$ cat config.mk
export PLATFORM = sky130hd
export DESIGN_NAME = mbsw_slave
export DESIGN_NICKNAME = d
export VERILOG_FILES = /design/src/common/mbsw_pkg.sv /design/src/rtl/mbsw_crc.sv /design/src/rtl/mbsw_slave.sv
export SDC_FILE = /design/constraint.sdc
export NUM_CORES = 2
export LEC_CHECK = 0
export ABC_AREA = 0
export ABC_CLOCK_PERIOD_IN_PS = 3500
export BUFFER_PORTS_ARGS = -buffer_cell sky130_fd_sc_hd__buf_2
export CORE_MARGIN = 3
export CORE_UTILIZATION = 40
export DETAILED_ROUTE_END_ITERATION = 10
export PLACE_DENSITY_LB_ADDON = 0.15
export SETUP_SLACK_MARGIN = 0.02
export SYNTH_ARGS = -nofsm -noshare
export SYNTH_HDL_FRONTEND = slang
export SYNTH_SLANG_ARGS = --single-unit
$ cat constraint.sdc
create_clock -name core_clk -period 3.5 [get_ports core_clk]
set_input_delay 0.7 -clock core_clk [delete_from_list [all_inputs] [get_ports core_clk]]
set_output_delay 0.7 -clock core_clk [all_outputs]
set_load 0.01 [all_outputs]
$ cat src/common/mbsw_pkg.sv
`default_nettype none
package mbsw_pkg;

  // function codes and protocol constants
  localparam logic [7:0]  MBSW_FN_WRITE1    = 8'h06;
  localparam logic [7:0]  MBSW_FN_DIAG      = 8'h08;
  localparam logic [7:0]  MBSW_FN_WRITEN    = 8'h10;
  localparam logic [7:0]  MBSW_EXC_FLAG     = 8'h80;
  localparam logic [7:0]  MBSW_EXC_FUNC     = 8'h01;
  localparam logic [7:0]  MBSW_EXC_ADDR     = 8'h02;
  localparam logic [7:0]  MBSW_EXC_VALUE    = 8'h03;
  localparam logic [7:0]  MBSW_BCAST_ADDR   = 8'h00;
  localparam logic [15:0] MBSW_DIAG_SUB     = 16'h0000;
  localparam logic [15:0] MBSW_MAX_REGS     = 16'h007D;  // 125
  localparam logic [7:0]  MBSW_MIN_BYTES    = 8'h02;
  localparam logic [7:0]  MBSW_MAX_BYTES    = 8'hFA;
  localparam logic [15:0] MBSW_HOLD_BASE    = 16'h9C41;  // 40001 decimal
  localparam logic [15:0] MBSW_CRC_INIT     = 16'hFFFF;
  localparam logic [15:0] MBSW_CRC_POLY     = 16'hA001;
  localparam int          MBSW_HDR_BYTES    = 6;         // bytes up to register count
  localparam int          MBSW_BUF_BYTES    = 8;         // fixed-size query length
  localparam logic [7:0]  MBSW_SLAVE_RESET  = 8'h01;     // arbitrary default address

  // byte stream beat
  typedef struct packed {
    logic [7:0] data;
    logic       last;   // final byte of the frame
    logic       err;    // framing, parity, overrun or busy seen on this frame
  } mbsw_byte_s;

  // holding register write beat
  typedef struct packed {
    logic [15:0] index;  // address field, register number minus 40001
    logic [15:0] value;
  } mbsw_wr_s;

endpackage : mbsw_pkg
`default_nettype wire

$ cat src/rtl/mbsw_crc.sv
`timescale 1ns/1ns
`default_nettype none
// one-byte step of the reflected crc-16 used on the serial line
module mbsw_crc
  import mbsw_pkg::*;
(
  input  wire logic        core_clk,
  input  wire logic        arst_n,
  input  wire logic        clear,
  input  wire logic        step,
  input  wire logic [7:0]  data,
  output logic      [15:0] crc
);
  logic [15:0] crc_q;
  logic [15:0] crc_d;

  // eight shift steps folded into one cycle
  always_comb begin
    crc_d = crc_q ^ {8'h00, data};
    for (int i = 0; i < 8; i++) begin
      crc_d = crc_d[0] ? ((crc_d >> 1) ^ MBSW_CRC_POLY) : (crc_d >> 1);
    end
  end

  always_ff @(posedge core_clk or negedge arst_n) begin
    if (!arst_n) crc_q <= MBSW_CRC_INIT;
    else if (clear) crc_q <= MBSW_CRC_INIT;
    else if (step) crc_q <= crc_d;
  end

  assign crc = crc_q;
endmodule : mbsw_crc
`default_nettype wire

$ cat src/rtl/mbsw_slave.sv
`timescale 1ns/1ns
`default_nettype none
// What this block does
// single write: addr, 06, reg, data, crc
// register field is holding number minus 40001
// single write data is two bytes
// address zero broadcasts writes, still performed
// addressed single write echoes whole query
// no response to broadcast queries
// master waits processing time after broadcast
// diagnostic subfunction zero echoes query unchanged
// diagnostic: subfunction then any data word
// diagnostic never broadcast; ignored if so
// multi write layout; reply echoes header
// multi write count at most 125
// byte count twice count, 2 to 250
// multi write words stored consecutively high first
// single write only to writable area
// illegal request gets exception reply
// errored frames discarded without reply
// crc checked; mismatch drops query
module mbsw_slave
  import mbsw_pkg::*;
(
  input  wire logic        core_clk,
  input  wire logic        arst_n,
  input  wire logic [7:0]  slave_addr,   // own station address
  input  wire mbsw_byte_s  rx_beat,
  input  wire logic        rx_valid,
  output logic             tx_valid,
  input  wire logic        tx_ready,
  output logic      [7:0]  tx_data,
  output logic             tx_last,
  output logic             wr_valid,
  output mbsw_wr_s         wr_beat,
  input  wire logic        wr_allowed,   // register map says index is writable
  output logic             busy          // master must not start a frame while high
);
  typedef enum {ST_RX, ST_CHECK, ST_WRITE, ST_TX, ST_DROP} mbsw_state_e;

  mbsw_state_e state_q;
  logic [7:0]  buf_q [MBSW_BUF_BYTES];
  logic [8:0]  cnt_q;
  logic [7:0]  data_cnt_q;
  logic [15:0] idx_q;
  logic [15:0] left_q;
  logic        err_q;
  logic        any_ok_q;
  logic [7:0]  tx_len_q;
  logic [7:0]  tx_pos_q;
  logic [15:0] crc_val;
  logic        crc_clear;
  logic        crc_step;
  logic [7:0]  crc_byte;
  logic [7:0]  lag0_q;
  logic [7:0]  lag1_q;

  // field views of the captured header
  wire [7:0]  f_addr  = buf_q[0];
  wire [7:0]  f_func  = buf_q[1];
  wire [15:0] f_w1    = {buf_q[2], buf_q[3]};
  wire [15:0] f_w2    = {buf_q[4], buf_q[5]};
  wire [7:0]  f_bytes = buf_q[6];
  wire        is_bcast = (f_addr == MBSW_BCAST_ADDR);
  wire        for_us   = is_bcast || (f_addr == slave_addr);
  wire        rx_take  = rx_valid && (state_q == ST_RX);
  wire        is_multi = (f_func == MBSW_FN_WRITEN);
  // multi write byte count and register count checked together
  wire        multi_ok = (f_w2 != 16'h0000) && (f_w2 <= MBSW_MAX_REGS)
                         && (f_bytes >= MBSW_MIN_BYTES) && (f_bytes <= MBSW_MAX_BYTES)
                         && ({8'h00, f_bytes} == {f_w2[14:0], 1'b0});
  // expected total frame length; fixed layouts are eight bytes
  // nine bits wide: the longest multi write frame runs to 259 bytes
  wire [8:0]  exp_len  = is_multi ? 9'({1'b0, f_bytes} + 9'd9) : 9'(MBSW_BUF_BYTES);
  // at frame end the engine holds the crc of all but the last two bytes
  wire        crc_ok   = (crc_val == {lag0_q, lag1_q});
  wire        func_ok  = (f_func == MBSW_FN_WRITE1) || (f_func == MBSW_FN_DIAG) || is_multi;
  wire        diag_bad = (f_func == MBSW_FN_DIAG) && (f_w1 != MBSW_DIAG_SUB);

  // receive crc engine: fed the byte two places back; reply bytes go to the second instance u_tx_crc
  assign crc_clear = (state_q == ST_RX) ? (cnt_q == 9'd0 && rx_take) : 1'b0;
  assign crc_step  = rx_take && (cnt_q >= 9'd2);
  assign crc_byte  = lag1_q;

  mbsw_crc u_crc (
    .core_clk (core_clk),
    .arst_n   (arst_n),
    .clear    (crc_clear),
    .step     (crc_step),
    .data     (crc_byte),
    .crc      (crc_val)
  );

  // receive path: capture header, keep last two bytes as received crc
  always_ff @(posedge core_clk or negedge arst_n) begin
    if (!arst_n) begin
      cnt_q  <= 9'h000;
      lag0_q <= 8'h00;
      lag1_q <= 8'h00;
      err_q  <= 1'b0;
    end else if (rx_take) begin
      lag1_q <= lag0_q;
      lag0_q <= rx_beat.data;
      err_q  <= (cnt_q == 9'd0) ? rx_beat.err : (err_q | rx_beat.err);
      cnt_q  <= rx_beat.last ? 9'h000 : ((cnt_q == 9'h1FF) ? cnt_q : 9'(cnt_q + 9'd1));
    end else if (state_q == ST_CHECK) begin
      cnt_q <= 9'h000;
    end
  end

  // final byte count is kept for the length check
  logic [8:0] flen_q;
  always_ff @(posedge core_clk or negedge arst_n) begin
    if (!arst_n) flen_q <= 9'h000;
    else if (rx_take && rx_beat.last) flen_q <= 9'(cnt_q + 9'd1);
  end

  // header bytes land in the buffer; the check state rewrites tail bytes for replies
  always_ff @(posedge core_clk) begin
    if (rx_take && cnt_q < 9'(MBSW_BUF_BYTES)) buf_q[cnt_q[2:0]] <= rx_beat.data;
    else if (state_q == ST_CHECK && func_ok && !diag_bad && !is_multi) begin
      buf_q[6] <= lag1_q;   // keep crc bytes for the echo
      buf_q[7] <= lag0_q;
    end
  end

  // fixed layouts must be exactly eight bytes, multi write as its byte count says
  wire len_match = is_multi ? (flen_q == exp_len) : (flen_q == 9'(MBSW_BUF_BYTES));

  // frame sequencing
  logic [7:0]  exc_q;
  logic        exc_on_q;
  always_ff @(posedge core_clk or negedge arst_n) begin
    if (!arst_n) begin
      state_q    <= ST_RX;
      exc_q      <= 8'h00;
      exc_on_q   <= 1'b0;
      idx_q      <= 16'h0000;
      left_q     <= 16'h0000;
      data_cnt_q <= 8'h00;
      any_ok_q   <= 1'b0;
      tx_len_q   <= 8'h00;
      tx_pos_q   <= 8'h00;
    end else begin
      case (state_q)
        ST_RX: begin
          if (rx_take && rx_beat.last) state_q <= ST_CHECK;
        end
        ST_CHECK: begin
          exc_on_q <= 1'b0;
          tx_pos_q <= 8'h00;
          idx_q    <= f_w1;
          left_q   <= is_multi ? f_w2 : 16'h0001;
          data_cnt_q <= 8'h00;
          any_ok_q <= 1'b0;
          if (err_q || !crc_ok || !for_us) begin
            state_q <= ST_RX;
          end else if (is_bcast && f_func == MBSW_FN_DIAG) begin
            state_q <= ST_RX;
          end else if (!func_ok || diag_bad) begin
            exc_q <= diag_bad ? MBSW_EXC_VALUE : MBSW_EXC_FUNC;
            exc_on_q <= 1'b1;
            tx_len_q <= 8'd5;
            state_q  <= is_bcast ? ST_RX : ST_TX;
          end else if (!len_match || (is_multi && !multi_ok)) begin
            exc_q <= MBSW_EXC_VALUE;
            exc_on_q <= 1'b1;
            tx_len_q <= 8'd5;
            state_q  <= is_bcast ? ST_RX : ST_TX;
          end else if (f_func == MBSW_FN_DIAG) begin
            tx_len_q <= 8'd8;
            state_q  <= ST_TX;
          end else begin
            state_q <= ST_WRITE;
          end
        end
        ST_WRITE: begin
          // one register per cycle; any writable one flagged
          if (left_q == 16'h0000) begin
            tx_len_q <= 8'd8;
            if (!any_ok_q) begin
              exc_q    <= MBSW_EXC_ADDR;
              exc_on_q <= 1'b1;
              tx_len_q <= 8'd5;
            end
            state_q <= is_bcast ? ST_RX : ST_TX;
          end else begin
            any_ok_q   <= any_ok_q | wr_allowed;
            idx_q      <= 16'(idx_q + 16'd1);
            left_q     <= 16'(left_q - 16'd1);
            data_cnt_q <= 8'(data_cnt_q + 8'd2);
          end
        end
        ST_TX: begin
          if (tx_ready) begin
            tx_pos_q <= 8'(tx_pos_q + 8'd1);
            if (tx_pos_q == 8'(tx_len_q - 8'd1)) state_q <= ST_RX;
          end
        end
        default: state_q <= ST_RX;
      endcase
    end
  end

  // multi write data words are read back from a data store filled on receive
  logic [7:0] wdat_q [256];
  always_ff @(posedge core_clk) begin
    if (rx_take && cnt_q >= 9'd7) wdat_q[8'(cnt_q - 9'd7)] <= rx_beat.data;
  end

  // write port: single write uses data field, multi write walks the store
  assign wr_valid = (state_q == ST_WRITE) && (left_q != 16'h0000) && wr_allowed;
  assign wr_beat.index = idx_q;
  assign wr_beat.value = is_multi ? {wdat_q[data_cnt_q], wdat_q[8'(data_cnt_q + 8'd1)]} : f_w2;

  // reply bytes: echo for 06 and 08, header plus fresh crc for 10 and exceptions
  logic [7:0] rep_byte;
  logic [7:0] tx_crc_lo_q;
  logic [7:0] tx_crc_hi_q;
  logic [7:0] body_byte;
  always_comb begin
    body_byte = buf_q[tx_pos_q[2:0]];
    if (exc_on_q) begin
      case (tx_pos_q)
        8'd1:    body_byte = f_func | MBSW_EXC_FLAG;
        8'd2:    body_byte = exc_q;
        default: body_byte = buf_q[0];
      endcase
    end
    rep_byte = body_byte;
    if ((exc_on_q || is_multi) && tx_pos_q == 8'(tx_len_q - 8'd2)) rep_byte = tx_crc_lo_q;
    if ((exc_on_q || is_multi) && tx_pos_q == 8'(tx_len_q - 8'd1)) rep_byte = tx_crc_hi_q;
  end

  // reply crc built on the fly with a second engine instance
  logic [15:0] tx_crc;
  wire tx_step = (state_q == ST_TX) && tx_ready && (tx_pos_q < 8'(tx_len_q - 8'd2));
  mbsw_crc u_tx_crc (
    .core_clk (core_clk),
    .arst_n   (arst_n),
    .clear    (state_q == ST_CHECK),
    .step     (tx_step),
    .data     (rep_byte),
    .crc      (tx_crc)
  );
  assign tx_crc_lo_q = tx_crc[7:0];
  assign tx_crc_hi_q = tx_crc[15:8];

  assign tx_valid = (state_q == ST_TX);
  assign tx_data  = tx_valid ? rep_byte : 8'h00;
  assign tx_last  = tx_valid && (tx_pos_q == 8'(tx_len_q - 8'd1));
  assign busy     = (state_q != ST_RX);   // broadcast has no reply, master waits on this
endmodule : mbsw_slave
`default_nettype wire

==> reports/summary.md <==
The worst-path cell with the longest stage delay is sky130_fd_sc_hd__mux4_2. The post-detailed-routing wire length was 250,700 µm; the leakage power was 36.00 nW. The area of the placeable core was 223,600 µm²; the number of top-level design ports was 67. The worst stage delay on the critical path works out to 0.58 ns. The mapped netlist covers 90,410 µm². Largest area contributor in the synthesized netlist: sky130_fd_sc_hd__edfxtp_1. Synthesis handed over a netlist of 5,185 instances. After clock tree synthesis, the clock-pin slew on the worst setup and hold paths is 0.06 ns. The total half-perimeter wirelength after legalization and detailed placement was 160,800 µm. Summed over all layers, the global routing overflow is 0.

Port buffering added 66 buffers. The tools report the number of hold violations in the final report as 0. Maximum buffer depth of the clock tree: 3.

The floorplan step set the die height to 481.4 µm. The tools report the number of pins with negative max-slew slack in the final report as 0. In the routed layout, each cell is associated on average with a via count of 5.622. Type of the worst setup path: register to output pin. VDD sags by at most 0.4909 mV.

The worst pin sits at a relative slew slack of 19.62%. The first detailed-routing pass took 5 iterations. The routed layout has 51.10k vias. Sequential elements use 73.57% of the synthesized area. A synthesized cell averages 17.44 µm². The flow ran to the end, but the final reports show violations.

Entering global routing, the biggest net connects 109 pins. Data on the critical path arrives at its endpoint at 4.21 ns. For the clock tree skew after final layout, the log shows 0.07234 ns. In this run, the number of DRC markers left after iteration 0 of detailed routing was 4,847. In this run the clock root is driven by a sky130_fd_sc_hd__clkbuf_16.

For the net count of the mapped netlist, the log shows 5,234. The growth of design area from synthesis to finish works out to 20.25%. Dividing the detail-routed wire length by the instance count gives 27.59 µm. The initial utilization of the core area, before any placement, comes to 40.43%. Counting flops with a built-in enable in the synthesized netlist gives 2,112.

The power density normalized to cell area is 723.1 nW/µm², and the total number of placement rows is 173. At the placement stage, the worst setup path has a slack of -0.9217 ns. Global routing used 21.51% of the available tracks. The layout cell share with drive strength beyond 1 works out to 28.04%. The signal on the critical path passes through buf_12, buf_4, mux4_2, mux4_2, mux4_2, mux2i_4, buf_6, o21ai_1, buf_2. The post-route fraction of the period consumed by the critical path was 140.3%. The final reports fail on setup timing. The sum of negative setup slack is -26.45 ns.

The tools report the type of origin of the critical path as a register. The total CTS buffers is 231. TritonCTS built the clock tree. The fmax is 203.7 MHz.

During synthesis, Yosys emitted a total of 0 warnings. Setup violations remaining at the end of the flow were counted as 28. For the finished layout, the period the worst path requires is 4.909 ns. Data on the critical path is required at its endpoint by 2.80 ns. Via count of the first global-routing pass: 51.44k.

After synthesis the netlist holds a flip-flop and latch count of 2,234. The worst path setup slack after routing came out at -1.409 ns. The maximum net fanout on the critical path was 9; the final core utilization was 48.62%. The dominant register cell in the synthesized netlist is sky130_fd_sc_hd__edfxtp_1.

The tools report the final net count as 5,973. The max-cap check violation count is 0. Sorting the synthesized cells by area gives the leading types as sky130_fd_sc_hd__edfxtp_1 70%, sky130_fd_sc_hd__mux4_2 8.1%, sky130_fd_sc_hd__mux2i_1 5.3%. The share of synthesized area in the top cell type comes to 70.15%. The share of synthesized registers carrying an async set or reset came out at 5.461%. The global placer's final weighted congestion came out at 0.8237. After detailed routing, the number of remaining DRC violations is 0.

STA classifies the critical path endpoint as an output pin. In this run, distinct cell masters in the synthesized netlist total 74. The cell that appears most often on the critical path is sky130_fd_sc_hd__mux4_2. The most common cell after layout, fill and taps aside was sky130_fd_sc_hd__edfxtp_1.

In the layout the commonest cells are 2,112 x sky130_fd_sc_hd__edfxtp_1, 644 x sky130_fd_sc_hd__buf_4, 475 x sky130_fd_sc_hd__mux2i_1. The number of nets with antenna violations after routing is 0. The min-delay analysis places its worst path in the category input pin to register. The total number of clock tree sinks is 2,234, and the actual slew at the worst max-slew pin is 1.193 ns. Clock insertion delay at the later pin of the skew report: 0.87 ns.

The tools report the level count of the clock H-tree as 4. Setup repair after global routing could not meet its margin everywhere. The chip width was 481.4 µm; the initial antenna violation count was 5. The logs give 231,800 µm² for the die area and 364,000 µm for the first-pass GRT wire length.
[cell families after synthesis]
logic type / synth area share, %
compound gates: 6.249
xor+xnor: 0.8124
fa+ha+maj: 0.3598
buf+inv: 1.518
flops: 73.57
mux: 13.60
simple gates: 3.890
[synthesized netlist by cell type, types with 4 or more instances]
master                      number
sky130_fd_sc_hd__o221ai_1      228
sky130_fd_sc_hd__and2_1         14
sky130_fd_sc_hd__ha_1           26
sky130_fd_sc_hd__dfstp_2        32
sky130_fd_sc_hd__o21a_1          5
sky130_fd_sc_hd__or3_1           8
sky130_fd_sc_hd__xor2_1         26
sky130_fd_sc_hd__nand3b_1        4
sky130_fd_sc_hd__o21bai_1        4
sky130_fd_sc_hd__inv_1          27
sky130_fd_sc_hd__and3_1          9
sky130_fd_sc_hd__a2bb2oi_1       4
sky130_fd_sc_hd__buf_2          29
sky130_fd_sc_hd__o211ai_1        9
sky130_fd_sc_hd__nor2b_1         4
sky130_fd_sc_hd__clkbuf_1      223
sky130_fd_sc_hd__mux4_2        324
sky130_fd_sc_hd__a22oi_1         6
sky130_fd_sc_hd__nor4_1         20
sky130_fd_sc_hd__nand2_1       294
sky130_fd_sc_hd__xnor2_1        55
sky130_fd_sc_hd__dfrtp_1        90
sky130_fd_sc_hd__nor3_1         32
sky130_fd_sc_hd__o21ai_0       126
sky130_fd_sc_hd__o22ai_1       132
sky130_fd_sc_hd__mux2_2         19
sky130_fd_sc_hd__a311oi_1        4
sky130_fd_sc_hd__a31oi_1        12
sky130_fd_sc_hd__a21oi_1       214
sky130_fd_sc_hd__a22o_1          4
sky130_fd_sc_hd__mux2i_1       478
sky130_fd_sc_hd__nand2b_1       10
sky130_fd_sc_hd__a211oi_1       57
sky130_fd_sc_hd__nor2_1        356
sky130_fd_sc_hd__nand4_1        11
sky130_fd_sc_hd__nand3_1        39
sky130_fd_sc_hd__edfxtp_1     2112
sky130_fd_sc_hd__or4_1           6
sky130_fd_sc_hd__buf_1          68
sky130_fd_sc_hd__a21o_1          4
sky130_fd_sc_hd__o31ai_1         8
[layer usage]
metal | track usage [%] | wire, µm
met5 | 0 | 13
met3 | 4.161 | 16130
met1 | 30.40 | 109300
met4 | 6.793 | 8066
met2 | 33.76 | 117200
[worst max-delay path, delay by kind of cell, from the launching register on]
family | cells | cell delay (ns)
compound gates | 1 | 0.11
flops | 1 | 0.48
buf+inv | 4 | 0.73
mux | 4 | 2.00
[power breakdown]
part           internal [mW]  switching (mW)
Sequential              30.0           0.662
Combinational           11.2            13.1
Clock                   13.4            10.3
Total                   54.5            24.1
[flip-flops by register name, summed over array words and instances (netlist names), 9 cells and up]
register / count
idx_q: 16
u_tx_crc.crc: 16
flen_q: 9
left_q: 16
u_crc.crc: 16
buf_q: 64
cnt_q: 9
wdat_q: 2048
[layout make-up]
type / instances / area [µm²]
fill: 18689 / 114900
sequential: 2234 / 66530
multi-input combinational: 2600 / 23510
timing repair buffer: 829 / 7543
clock buffer: 282 / 6015
tap: 2975 / 3722
clock inverter: 139 / 1275
inverter: 28 / 117.6
antenna: 1 / 2.502
[timing repair]
action                                  in CTS  in global routing
gates cloned                                 7                  1
hold endpoints to repair                    41                  0
buffers inserted                            18                  8
resized for setup                          170                105
endpoints found under the setup margin      29                220
pin swaps                                   37                 29
hold buffers                                 2                  0
[final timing paths]
| path | end | from | cells past startpoint | slack (ns) |
|---|---|---|---|---|
| worst min-delay path | any_ok_q$_DFFE_PN0P_ | wr_allowed | 3 | 0.16 |
| worst min register to register | u_crc.crc[6]$_DFFE_PN1P_ | u_crc.crc[6]$_DFFE_PN1P_ | 2 | 0.51 |
| min in group asynchronous | idx_q[8]$_DFFE_PN0P_ | arst_n | 2 | 0.37 |
| max in group asynchronous | u_crc.crc[8]$_DFFE_PN1P_ | arst_n | 3 | 2.30 |
| worst max-delay path | wr_beat[10] | data_cnt_q[1]$_DFFE_PN0P_ | 9 | -1.41 |
| worst max register to register | u_tx_crc.crc[15]$_DFFE_PN1P_ | tx_len_q[3]$_DFFE_PN0P_ | 18 | -0.43 |
[per-stage QoR]
step	hold WS (ns)	power, mW	area, µm²	std cells
final	0.1565	78.61	108700	9088
after global routing	0.1346	81.90	108700	9088
after CTS	0.07788	78.82	108200	9082
after detailed placement	0.4979	53.83	99770	8634
after global placement	0.4939	53.68	99770	8634
after floorplan	0.4044	44.42	90460	5185
Note: power is estimated with default switching activity, not from simulation.
